**config.mk**
```make
export PLATFORM = sky130hd
export DESIGN_NAME = psw_top
export DESIGN_NICKNAME = d
export VERILOG_FILES = /design/src/rtl/psw_pkg.sv /design/src/rtl/psw_top.sv
export SDC_FILE = /design/constraint.sdc
export NUM_CORES = 1
export LEC_CHECK = 0
export BUFFER_PORTS_ARGS = -buffer_cell sky130_fd_sc_hd__buf_2
export CORE_ASPECT_RATIO = 1.2
export CORE_MARGIN = 1.5
export CORE_UTILIZATION = 52
export DETAILED_ROUTE_END_ITERATION = 12
export PLACE_DENSITY_LB_ADDON = 0.1
export SLEW_MARGIN = 20
export SYNTH_ARGS = -nofsm -noshare
export SYNTH_HDL_FRONTEND = slang
export SYNTH_SLANG_ARGS = --single-unit
```
**constraint.sdc**
```tcl
create_clock -name clk_i -period 9.4 [get_ports clk_i]
set_clock_uncertainty 0.2 [all_clocks]
set_input_delay 0.94 -clock clk_i [delete_from_list [all_inputs] [get_ports clk_i]]
set_output_delay 0.94 -clock clk_i [all_outputs]
set_load 0.05 [all_outputs]
```
**src/rtl/psw_pkg.sv**
```systemverilog
// package: status word layout, reset values, request codes and carriers
package psw_pkg;

    // ****************************************************************
    // status word layout
    // ****************************************************************
    localparam int          PSW_W          = 24;
    localparam int          EXT_LSB        = 16;
    localparam int          MODE_LSB       = 8;
    localparam int          CC_LSB         = 0;
    localparam int          CORE_PRIO_LSB  = 22;
    localparam int          ROUND_SEL_BIT  = 21;
    localparam int          FOREVER_BIT    = 16;
    localparam int          LOOP_BIT       = 15;
    localparam int          IMASK_LSB      = 8;
    localparam int          CC_SCALE_BIT   = 7;
    localparam int          CC_LIMIT_BIT   = 6;
    localparam logic [23:0] RSVD_MASK      = 24'h041000;
    localparam logic [23:0] PMOVE_MASK     = 24'h0000c0;
    localparam logic [23:0] EXT_MASK       = 24'hff0000;
    localparam logic [23:0] MODE_MASK      = 24'h00ff00;
    localparam logic [23:0] CC_MASK        = 24'h0000ff;
    localparam logic [7:0]  EXT_RESET      = 8'hc0;
    localparam logic [7:0]  MODE_RESET     = 8'h03;
    localparam logic [7:0]  CC_RESET       = 8'h00;
    localparam logic [1:0]  IMASK_ALL      = 2'h3;

    // ****************************************************************
    // arbitration
    // ****************************************************************
    localparam int          NSRC           = 4;
    localparam logic [1:0]  SRC_P          = 2'h0;
    localparam logic [1:0]  SRC_X          = 2'h1;
    localparam logic [1:0]  SRC_Y          = 2'h2;
    localparam logic [1:0]  SRC_DMA        = 2'h3;

    typedef enum logic [1:0] {
        SEL_DYNAMIC = 2'h0,
        SEL_CORE_LO = 2'h1,
        SEL_EQUAL   = 2'h2,
        SEL_CORE_HI = 2'h3
    } psw_prio_sel_t;

    typedef enum logic [1:0] {
        REL_EQUAL   = 2'h0,
        REL_CORE_HI = 2'h1,
        REL_CORE_LO = 2'h2
    } psw_prio_rel_t;

    // ****************************************************************
    // requests from the instruction sequencer
    // ****************************************************************
    typedef enum logic [3:0] {
        OP_NONE     = 4'h0,
        OP_ALU      = 4'h1,
        OP_PMOVE    = 4'h2,
        OP_IMM_AND  = 4'h3,
        OP_IMM_OR   = 4'h4,
        OP_MOVE     = 4'h5,
        OP_LOOP     = 4'h6,
        OP_FOREVER  = 4'h7,
        OP_CALL     = 4'h8,
        OP_EXCEPT   = 4'h9,
        OP_TRAP     = 4'ha,
        OP_LOOP_END = 4'hb,
        OP_BREAK    = 4'hc,
        OP_RTI      = 4'hd
    } psw_op_t;

    typedef enum logic [1:0] {
        TGT_CC   = 2'h0,
        TGT_MODE = 2'h1,
        TGT_PSW  = 2'h2
    } psw_tgt_t;

    typedef struct packed {
        psw_op_t     op;
        psw_tgt_t    tgt;
        logic [23:0] data;
    } psw_req_t;

endpackage : psw_pkg

```
**src/rtl/psw_top.sv**
```systemverilog
// status word: three sub-bytes, stacking, rounding select, bus arbitration
`timescale 1ns/1ps
// Behaviour
// - one 24-bit status word holds processor state
// - push whole word on loop, call, interrupt
// - bytes: extended 23-16, mode 15-8, cc 7-0
// - reset, exception, exit, return, trap change modes
// - status-word destinations also update extended byte
// - loops, and/or/move update mode byte
// - reset clears extended byte, core priority 11
// - reset sets interrupt masks, clears other mode
// - cc from alu, moves, logic, word writes
// - parallel move touches only bits 7,6
// - reset clears whole condition code byte
// - reserved bits 18 and 12 read zero
// - core priority compared with dma priority
// - higher priority side wins, other waits
// - equal priority: round robin p,x,y,dma
// - bit 21 picks convergent or two's-complement rounding
module psw_top (
    input  wire logic              clk_i,
    input  wire logic              rst_b_i,
    input  wire psw_pkg::psw_req_t req_i,
    input  wire logic [23:0]       pop_data_i,
    input  wire logic [1:0]        core_dma_prio_select_i,
    input  wire logic [1:0]        dma_prio_field_i,
    input  wire logic [2:0]        core_req_i,
    input  wire logic              dma_req_i,
    output logic [23:0]            psw_o,
    output logic                   round_select_o,
    output logic                   push_o,
    output logic [23:0]            push_data_o,
    output logic                   pop_o,
    output logic [3:0]             grant_o
);

    // ****************************************************************
    // status word update
    // ****************************************************************
    logic [23:0]       psw_reg;
    logic [23:0]       psw_next;
    logic [23:0]       psw_reset;
    logic [23:0]       write_mask;
    logic [23:0]       write_val;
    psw_pkg::psw_op_t  op;

    assign op        = req_i.op;
    assign psw_reset = {psw_pkg::EXT_RESET, psw_pkg::MODE_RESET, psw_pkg::CC_RESET};

    // byte lanes that an immediate or move may reach, by destination
    function automatic logic [23:0] tgt_mask(input psw_pkg::psw_tgt_t tgt);
        logic [23:0] m;
        m = 24'h000000;
        unique case (tgt)
            psw_pkg::TGT_CC:   m = psw_pkg::CC_MASK;
            psw_pkg::TGT_MODE: m = psw_pkg::MODE_MASK;
            psw_pkg::TGT_PSW:  m = psw_pkg::EXT_MASK | psw_pkg::MODE_MASK | psw_pkg::CC_MASK;
            default:           m = 24'h000000;
        endcase
        return m;
    endfunction : tgt_mask

    // work out which bits change and to what; one source per cycle
    always_comb begin
        write_mask = 24'h000000;
        write_val  = psw_reg;
        unique case (op)
            psw_pkg::OP_ALU: begin
                write_mask = psw_pkg::CC_MASK;
                write_val  = req_i.data;
            end
            psw_pkg::OP_PMOVE: begin
                write_mask = psw_pkg::PMOVE_MASK;
                write_val  = req_i.data;
            end
            psw_pkg::OP_IMM_AND: begin
                write_mask = tgt_mask(req_i.tgt);
                write_val  = psw_reg & req_i.data;
            end
            psw_pkg::OP_IMM_OR: begin
                write_mask = tgt_mask(req_i.tgt);
                write_val  = psw_reg | req_i.data;
            end
            psw_pkg::OP_MOVE: begin
                write_mask = tgt_mask(req_i.tgt);
                write_val  = req_i.data;
            end
            psw_pkg::OP_LOOP: begin
                write_mask = 24'h000000;
                write_mask[psw_pkg::LOOP_BIT] = 1'b1;
                write_val[psw_pkg::LOOP_BIT]  = 1'b1;
            end
            psw_pkg::OP_FOREVER: begin
                write_mask = 24'h000000;
                write_mask[psw_pkg::LOOP_BIT]    = 1'b1;
                write_mask[psw_pkg::FOREVER_BIT] = 1'b1;
                write_val[psw_pkg::LOOP_BIT]     = 1'b1;
                write_val[psw_pkg::FOREVER_BIT]  = 1'b1;
            end
            psw_pkg::OP_EXCEPT,
            psw_pkg::OP_TRAP: begin
                // exception entry sets the interrupt mask to the level given
                write_mask = 24'h000000;
                write_mask[psw_pkg::IMASK_LSB +: 2] = 2'h3;
                write_val[psw_pkg::IMASK_LSB +: 2]  = req_i.data[psw_pkg::IMASK_LSB +: 2];
            end
            psw_pkg::OP_LOOP_END,
            psw_pkg::OP_BREAK: begin
                // loop state comes back from the stack; flags stay
                write_mask = psw_pkg::EXT_MASK | psw_pkg::MODE_MASK;
                write_val  = pop_data_i;
            end
            psw_pkg::OP_RTI: begin
                write_mask = psw_pkg::EXT_MASK | psw_pkg::MODE_MASK | psw_pkg::CC_MASK;
                write_val  = pop_data_i;
            end
            default: begin
                write_mask = 24'h000000;
                write_val  = psw_reg;
            end
        endcase
    end

    // merge, then force reserved bits low whatever was written
    assign psw_next = ((psw_reg & ~write_mask) | (write_val & write_mask))
                      & ~psw_pkg::RSVD_MASK;

    // the status word itself
    always_ff @(posedge clk_i) begin
        if (!rst_b_i) begin
            psw_reg <= psw_reset;
        end else begin
            psw_reg <= psw_next;
        end
    end

    assign psw_o          = psw_reg;
    assign round_select_o = psw_reg[psw_pkg::ROUND_SEL_BIT];

    // ****************************************************************
    // system stack traffic
    // ****************************************************************
    logic        push_reg;
    logic [23:0] push_data_reg;
    logic        push_req;

    // calls, long interrupts and loop starts save the word before it changes
    assign push_req = (op == psw_pkg::OP_CALL) || (op == psw_pkg::OP_EXCEPT)
                      || (op == psw_pkg::OP_LOOP) || (op == psw_pkg::OP_FOREVER);

    always_ff @(posedge clk_i) begin
        if (!rst_b_i) begin
            push_reg      <= 1'b0;
            push_data_reg <= 24'h000000;
        end else begin
            push_reg      <= push_req;
            push_data_reg <= push_req ? psw_reg : push_data_reg;
        end
    end

    assign push_o      = push_reg;
    assign push_data_o = push_data_reg;
    // pop strobe tells the stack its top word was consumed this cycle
    assign pop_o = (op == psw_pkg::OP_LOOP_END) || (op == psw_pkg::OP_BREAK)
                   || (op == psw_pkg::OP_RTI);

    // ****************************************************************
    // external bus arbitration
    // ****************************************************************
    psw_pkg::psw_prio_rel_t rel;
    logic [1:0]             core_prio;
    logic [1:0]             rr_reg;
    logic [1:0]             rr_next;
    logic [3:0]             req_all;
    logic [3:0]             req_eligible;
    logic [3:0]             grant;
    logic                   core_any;

    assign core_prio = psw_reg[psw_pkg::CORE_PRIO_LSB +: 2];
    assign core_any  = |core_req_i;
    assign req_all   = {dma_req_i, core_req_i};

    // relation of core to dma under the mode select
    function automatic psw_pkg::psw_prio_rel_t prio_rel(input logic [1:0] sel,
                                                        input logic [1:0] cp,
                                                        input logic [1:0] dp);
        psw_pkg::psw_prio_rel_t r;
        r = psw_pkg::REL_EQUAL;
        unique case (psw_pkg::psw_prio_sel_t'(sel))
            psw_pkg::SEL_DYNAMIC: begin
                if (cp > dp) begin
                    r = psw_pkg::REL_CORE_HI;
                end else if (cp < dp) begin
                    r = psw_pkg::REL_CORE_LO;
                end else begin
                    r = psw_pkg::REL_EQUAL;
                end
            end
            psw_pkg::SEL_CORE_LO: r = psw_pkg::REL_CORE_LO;
            psw_pkg::SEL_EQUAL:   r = psw_pkg::REL_EQUAL;
            psw_pkg::SEL_CORE_HI: r = psw_pkg::REL_CORE_HI;
        endcase
        return r;
    endfunction : prio_rel

    assign rel = prio_rel(core_dma_prio_select_i, core_prio, dma_prio_field_i);

    // the losing side only gets a slot the winner leaves free
    always_comb begin
        unique case (rel)
            psw_pkg::REL_CORE_HI: req_eligible = core_any ? {1'b0, core_req_i} : req_all;
            psw_pkg::REL_CORE_LO: req_eligible = dma_req_i ? 4'h8 : req_all;
            default:              req_eligible = req_all;
        endcase
    end

    // first eligible source at or after the pointer; one grant per slot
    always_comb begin
        logic [1:0] idx;
        logic       found;
        idx     = 2'h0;
        found   = 1'b0;
        grant   = 4'h0;
        rr_next = rr_reg;
        for (int i = 0; i < psw_pkg::NSRC; i++) begin
            idx = rr_reg + 2'(i);
            if (!found && req_eligible[idx]) begin
                found      = 1'b1;
                grant[idx] = 1'b1;
                rr_next    = idx + 2'h1;
            end
        end
    end

    // pointer moves past the last winner so p, x, y, dma take turns
    always_ff @(posedge clk_i) begin
        if (!rst_b_i) begin
            rr_reg <= psw_pkg::SRC_P;
        end else begin
            rr_reg <= rr_next;
        end
    end

    assign grant_o = grant;

    // ****************************************************************
    // checks
    // ****************************************************************
    chk_reset_value: assert property (
        @(posedge clk_i) !rst_b_i
            |=> psw_o == {psw_pkg::EXT_RESET, psw_pkg::MODE_RESET, psw_pkg::CC_RESET}
    ) else $error("status word wrong after reset");

    chk_reserved_zero: assert property (
        @(posedge clk_i) disable iff (!rst_b_i)
        (psw_o[18] == 1'b0) && (psw_o[12] == 1'b0)
    ) else $error("reserved status bit reads one");

    chk_push_saves_word: assert property (
        @(posedge clk_i) disable iff (!rst_b_i)
        (op == psw_pkg::OP_CALL) |=> push_o && (push_data_o == $past(psw_o))
    ) else $error("call did not push the status word");

    chk_pmove_only_sl: assert property (
        @(posedge clk_i) disable iff (!rst_b_i)
        (op == psw_pkg::OP_PMOVE) |=> (psw_o[23:8] == $past(psw_o[23:8]))
            && (psw_o[5:0] == $past(psw_o[5:0])) && (psw_o[7:6] == $past(req_i.data[7:6]))
    ) else $error("parallel move touched other flags");

    chk_alu_sets_cc: assert property (
        @(posedge clk_i) disable iff (!rst_b_i)
        (op == psw_pkg::OP_ALU) |=> (psw_o[7:0] == $past(req_i.data[7:0]))
            && (psw_o[23:8] == $past(psw_o[23:8]))
    ) else $error("alu result not in condition byte");

    chk_forever_flags: assert property (
        @(posedge clk_i) disable iff (!rst_b_i)
        (op == psw_pkg::OP_FOREVER) |=> psw_o[psw_pkg::FOREVER_BIT] && psw_o[psw_pkg::LOOP_BIT]
            && push_o && (push_data_o == $past(psw_o))
    ) else $error("forever loop flags not set");

    chk_rti_restores: assert property (
        @(posedge clk_i) disable iff (!rst_b_i)
        (op == psw_pkg::OP_RTI) |=> psw_o == ($past(pop_data_i) & 24'hfbefff)
    ) else $error("return did not restore the word");

    chk_core_hi_holds: assert property (
        @(posedge clk_i) disable iff (!rst_b_i)
        (core_dma_prio_select_i == 2'h3) && core_any |-> !grant_o[3] && ($countones(grant_o) == 1)
    ) else $error("dma granted over higher core");

    chk_core_lo_yields: assert property (
        @(posedge clk_i) disable iff (!rst_b_i)
        (core_dma_prio_select_i == 2'h1) && dma_req_i |-> grant_o == 4'h8
    ) else $error("core granted over higher dma");

    chk_round_robin: assert property (
        @(posedge clk_i) disable iff (!rst_b_i)
        (core_dma_prio_select_i == 2'h2) && grant_o[3] ##1
            ((core_dma_prio_select_i == 2'h2) && (req_all == 4'hf)) |-> grant_o == 4'h1
    ) else $error("round robin did not wrap to program");

    chk_round_select: assert property (
        @(posedge clk_i) disable iff (!rst_b_i)
        (op == psw_pkg::OP_MOVE) && (req_i.tgt == psw_pkg::TGT_PSW)
            |=> round_select_o == $past(req_i.data[psw_pkg::ROUND_SEL_BIT])
    ) else $error("rounding select does not follow the word");

    // loop start must stack the word as it was, then raise the loop flag
    chk_loop_pushes_word: assert property (
        @(posedge clk_i) disable iff (!rst_b_i)
        (op == psw_pkg::OP_LOOP) |=> push_o && psw_o[psw_pkg::LOOP_BIT]
            && (push_data_o == $past(psw_o))
    ) else $error("loop start did not push the status word");

    chk_except_mask_level: assert property (
        @(posedge clk_i) disable iff (!rst_b_i)
        (op == psw_pkg::OP_EXCEPT) || (op == psw_pkg::OP_TRAP)
            |=> psw_o[psw_pkg::IMASK_LSB +: 2] == $past(req_i.data[psw_pkg::IMASK_LSB +: 2])
    ) else $error("exception entry left the interrupt mask wrong");

    // a loop exit must not disturb the flags of the arithmetic that ran inside it
    chk_exit_keeps_cc: assert property (
        @(posedge clk_i) disable iff (!rst_b_i)
        (op == psw_pkg::OP_LOOP_END) || (op == psw_pkg::OP_BREAK) |=>
            ((psw_o & psw_pkg::CC_MASK) == ($past(psw_o) & psw_pkg::CC_MASK))
            && ((psw_o & ~psw_pkg::CC_MASK) == ($past(pop_data_i) & ~psw_pkg::CC_MASK
                & ~psw_pkg::RSVD_MASK))
    ) else $error("loop exit did not restore the mode bytes");

    chk_dyn_core_wins: assert property (
        @(posedge clk_i) disable iff (!rst_b_i)
        (core_dma_prio_select_i == 2'h0) && core_any
            && (psw_o[psw_pkg::CORE_PRIO_LSB +: 2] > dma_prio_field_i) |-> !grant_o[3]
    ) else $error("dma granted over higher dynamic core");

    chk_dyn_dma_wins: assert property (
        @(posedge clk_i) disable iff (!rst_b_i)
        (core_dma_prio_select_i == 2'h0) && dma_req_i
            && (psw_o[psw_pkg::CORE_PRIO_LSB +: 2] < dma_prio_field_i) |-> grant_o == 4'h8
    ) else $error("core granted over higher dynamic dma");

    // any request at all must win exactly one slot, so no bus cycle is lost
    chk_one_grant: assert property (
        @(posedge clk_i) disable iff (!rst_b_i)
        (req_all != 4'h0) |-> ($countones(grant_o) == 1)
    ) else $error("bus slot not granted to exactly one source");

endmodule : psw_top

```
-- After elaboration in Yosys (flattened, before gate mapping)
Cells that the tools add are included.
- $add $sub $neg: 6
- multiply operators: 0
- div/mod/pow operators: 0
- $lt $le $gt $ge: 10
- equal/unequal tests: 20
- shift operators: 0
- muxes and demuxes: 41
- bitwise gates (word level): 9
- reductions and logical operators: 26
- operators with widths (cell ; count):
    one-hot mux 24 bit (8 select lines) ; 1
    bitwise AND 24 bit ; 3
    one-hot mux 24 bit (3 select lines) ; 1
    bitwise OR 24 bit ; 2
    one-hot mux 8 bit (4 select lines) ; 1
    one-hot mux 7 bit (4 select lines) ; 1
    == test 4 bit (second input constant) ; 6
    two-way mux 4 bit ; 6
    inverter 24 bit ; 1
    one-hot mux 5 bit (4 select lines) ; 1
    == test 4 x 3 -> 1 bit (second input constant) ; 4
    one-hot mux 2 bit (4 select lines) ; 2
    < comparator 2 x 3 -> 1 bit (second input constant) ; 4
    two-way mux 2 bit ; 6
    bitwise OR 4 bit ; 3
    OR reduction 3 bit ; 4
    two-way mux 1 bit ; 11
    one-hot mux 1 bit (5 select lines) ; 2
    adder 2 x 1 -> 2 bit (second input constant) ; 4
    binary-select mux 1 bit (select 2 bit) ; 4
    demux 1 bit (select 2 bit) ; 4
    == test 2 bit (second input constant) ; 4
    == test 4 x 2 -> 1 bit (second input constant) ; 2
    greater-or-equal comparator 2 x 1 -> 1 bit (second input constant) ; 4
    other kinds (13) ; 31
- register bits after elaboration: 51
- bits in latches: 0
- bits in writable memories: 0
- memory bits (read-only): 0
- input bits: 64
- output and inout bits: 55
- logic and storage cells: 117
- memories kept: 0

-- Depth between registers and ports, before layout
- depth in word-level cells: 18
- depth in mapped cells: 14
- gate-level depth less buffers: 14

-- Least setup slack after synthesis
Ideal clock, no wire load.
- path type: input to output
- from: in dma_prio_field_i[1]
- to: out grant_o[0]
- arrival: 3.553 ns
- data required time: 8.260 ns
- path slack: 4.707 ns
- stages on the path: 13
- path buffers: 0
- cells stage by stage: inv_1 > ha_1 > nor3b_1 > a21oi_1 > nor3_1 > a21oi_1 > ha_1 > nor2_1 > a21oi_1 > nor2_1 > o21ai_0 > a21boi_0 > a221o_1
- longest elaborated chain between the ends: 18
- elaborated cells on any way between the ends: 32
- classes of those cells: order compare: 2; eq/ne: 2; mux: 19; bitwise: 3; reduce/logical: 6
- ends and longest elaborated chain (item ; RTL line ; RTL):
    start: declaration ; psw_top.sv:26 ; input wire logic [1:0] dma_prio_field_i,
    < comparator 2 bit ; psw_top.sv:193 ; end else if (cp < dp) begin
    two-way mux 2 bit ; psw_top.sv:193 ;
    two-way mux 2 bit (*) ; psw_top.sv:191 ; if (cp > dp) begin
    one-hot mux 2 bit (4 select lines) (*) ; psw_top.sv:189 ; unique case (psw_pkg::psw_prio_sel_t'(sel))
    == test 2 bit / == test 2 x 1 -> 1 bit (equally long branches) ; psw_top.sv:210 ; unique case (rel)
    one-hot mux 4 bit (2 select lines) (*) ; psw_top.sv:210 ;
    binary-select mux 1 bit (select 2 bit) ; psw_top.sv:227 ; if (!found && req_eligible[idx]) begin
    two-way mux 1 bit (not written as such) ; psw_top.sv:227 ;
    [... 2 more ...] ; -- ;
    logical AND 1 bit ; psw_top.sv:227 ;
    two-way mux 1 bit ; psw_top.sv:227 ;
    logical NOT 1 bit ; psw_top.sv:227 ;
    logical AND 1 bit ; psw_top.sv:227 ;
    two-way mux 1 bit ; psw_top.sv:227 ;
    logical NOT 1 bit ; psw_top.sv:227 ;
    logical AND 1 bit ; psw_top.sv:227 ;
    two-way mux 4 bit (*) ; psw_top.sv:227 ;
    end: declaration ; psw_top.sv:34 ; output logic [3:0] grant_o
Mark *: on every way between the ends. The rest lies on a longest branch, timed or not. The select of a mux whose other input is x is not followed.

-- Worst setup path after layout
- from: in dma_prio_field_i[1]
- to: out grant_o[2]
The elaborated chain is that of the path after synthesis.

==> impl_metrics.toml <==
[pwr]
p_comb_frac = 0.488
p_leak_nw = 1.619
swShare = 0.4342
p_sw_w = 0.0002893
ir_drop_v = 0.0002271
clockPowerShare = 0.176
p_int_w = 0.0003770
power_per_cell_area_nw_per_um2 = 188.0
total_power_w = 0.0006663
power.share.sequential = 0.336

[cts]
ctsRootBufferMaster = "clkbuf_8"
cts_buffers = 5
clockBufferDepth = 2
post_cts_buffers = 0
hold_buffers = 0
tritoncts = "done"
h-tree-depth = 2
cts_sinks = 47
cts.reportedPaths.clkPinSlew_ps = 80
cts_resized = 0
clk_latency_ps = 290

[synth]
synth_top_area_frac = 0.3244
synth_top_flop_cell = "dfxtp_1"
synth_top_area_cell = "dfxtp_1"
synth_cell_types = 57
ys_warn_count = 0
syn_avg_cell_area_um2 = 7.612
synth_area_leaders = "dfxtp_1 (32%), a21oi_1 (9.1%), nand2_1 (7.8%)"
netlist_instances = 381
synth_edf_count = 0
ys_seq_area_frac = 0.3244
synthArstFlopShare = 0
ys_ff_latch = 47
synth_area_um2 = 2900

[detailed_routing]
antenna_left = 0
dr.first_iter.drc_count = 122
wl_per_cell_um = 14.34
viasPerCell = 5.710
num_vias = 3089
drc_errors = 0
firstDrtPassIters = 4
wirelength_um = 7756

[setup_path]
cp_slowest_stage_delay_ps = 470
cp-end-kind = "output port"
cp.required_ps = 8260
worstPathArrival_ps = 3950
startpoint_type = "input pin"
worstSetupPathType = "in2out"
critPathSlowestCell = "a21boi_0"
crit_path_frequent_cell = "a21oi_1"
path_cells = "buf_2 > inv_1 > ha_1 > nor3b_1 > a21oi_1 > nor3_1 > a21oi_1 > ha_1 > nor2_1 > a21oi_1 > nor2_1 > o21ai_0 > a21boi_0 > a221o_1 > buf_2"
cp_max_fo = 6

[placed_design]
numPortBuffers = 110
dp.cells = 534
post-place-ws_ps = 4310
place.gp.congestion = 0.8202
hpwl_um = 5688

[grt]
grt-ovfl-total = 0
antenna_found_initial = 0
grt_max_degree = 31
grt_pass1_wl_um = 12880
gr-usage-all-layers = 0.2591
grt_pass1_vias = 2829

[sta]
slew_headroom = 0.4496
slew_violations = 0
postLayoutSetupSlackWorst_ps = 4311
worstMarginPinSlew_ps = 823.1
timing.setup.tns_ps = 0
setup_violations = 0
max_freq_ghz = 0.1965
period_share = 0.5414
hold_viol_final = 0
min_period_ps = 5089
rsz0062_at_grt = "false"

[floorplanning]
io_pins = 119
dieArea_um2 = 6036
core_area_um2 = 5334
die_height_um = 84.81
die_x_um = 71.18
initial_utilization = 0.5437
rows = 29

[finish]
finalNonFillerCells = 541
nNetsFinal = 555
area_growth_pct = 22.22
layout-drive-gt1-share = 0.2881
diodes = 0
utilization = 0.6646

[job]
drv_cap = 0

[hold_path]
hp-class = "reg2reg"

[status]
status = "complete, no violations"
## power by group through the flow
| stage | combinational, W | clock (W) | sequential [W] |
|---|---|---|---|
| floorplan | 0.000240 | 0 | 0.000247 |
| finish | 0.000325 | 0.000117 | 0.000224 |
| global placement | 0.000317 | 0 | 0.000228 |
| global route | 0.000351 | 0.000128 | 0.000226 |
| detailed placement | 0.000322 | 0 | 0.000228 |
| CTS | 0.000323 | 0.000120 | 0.000224 |
## metrics by stage
| stage | hold slack [ps] | cell area (um2) |
|---|---|---|
| 2_1_floorplan | 411.2 | 2912 |
| 3_3_place_gp | 236.2 | 3455 |
| 3_5_place_dp | 240.8 | 3455 |
| 4_1_cts | 251.8 | 3537 |
| 5_1_grt | 264.3 | 3545 |
| 6_report | 248.9 | 3545 |
## metal layers
layer | global-route usage | share of wire | vias up
li1 | - | - | 1544
met1 | 0.3135 | 0.41 | 1431
met2 | 0.4621 | 0.51 | 107
met3 | 0.05582 | 0.069 | 7
met4 | 0.06518 | 0.011 | 0
met5 | 0 | 0 | -
## final timing paths
| path | from | endpoint | slack [ps] | cells past startpoint |
|---|---|---|---|---|
| max reg2reg | flip-flop | rr_reg[1] | 6220 | 13 |
| max | dma_prio_field_i[1] | grant_o[2] | 4310 | 15 |
| min reg2reg | push_data_o[8] | push_data_o[8] | 250 | 2 |
| min | push_data_o[8] | push_data_o[8] | 250 | 2 |
## cell type report
class	instances	area (um2)
Sequential cell	47	940.9
Fill cell	508	1789
Tap cell	62	77.57
Clock buffer	5	68.82
Clock inverter	2	13.76
Multi-Input combinational cell	298	1814
Timing Repair Buffer	114	580.6
Inverter	13	48.80
## critical path, delay by kind of cell
kind,cells,cell delay [ps]
AOI/OAI and AO/OA,6,1120
and+or+nand+nor,4,840
adders and majority gates,2,680
buffers and inverters,3,370
## cells in the mapped netlist (all sizes together) (2+ instances only)
library cell and instances:
a21boi 2, a211oi 2, a221o 4, o21a 5
nor2 36, o221ai 3, nor3 7, nor2b 2
nand2b 5, buf 14, o32ai 2, ha 12
or2 2, o21ai 20, nand2 60, a21o 11
mux2 2, and2 8, dfxtp 47, a22o 12
a22oi 16, clkbuf 12, o31ai 3, a21oi 53
a31oi 4, nor3b 2, nand3 4, inv 12
## cells in the final DEF, fill, tap and decap left out, drive strengths merged, types with 2 or more instances in the layout
master / instances
a22o: 12
o21a: 5
nor3: 7
o221ai: 3
nor2: 36
conb: 4
and2: 8
dfxtp: 47
a31oi: 4
a211oi: 2
mux2: 2
inv: 12
a21o: 11
clkinv: 3
nor3b: 2
nand3: 4
nand2b: 5
or2: 2
o32ai: 2
nor2b: 2
a21oi: 53
ha: 12
o21ai: 20
nand2: 60
o31ai: 3
buf: 114
a221o: 4
a21boi: 2
clkbuf: 5
a22oi: 16
## logic make-up after synthesis
logic type,count (synthesis),synth area share
compound gates,146,0.3356
simple gates,131,0.2058
flops,47,0.3244
buf+inv,39,0.06255
fa+ha+maj,12,0.05177
mux,3,0.01251
xor+xnor,2,0.006041
other cells,1,0.001293
Note: power is estimated with default switching activity, not from simulation.
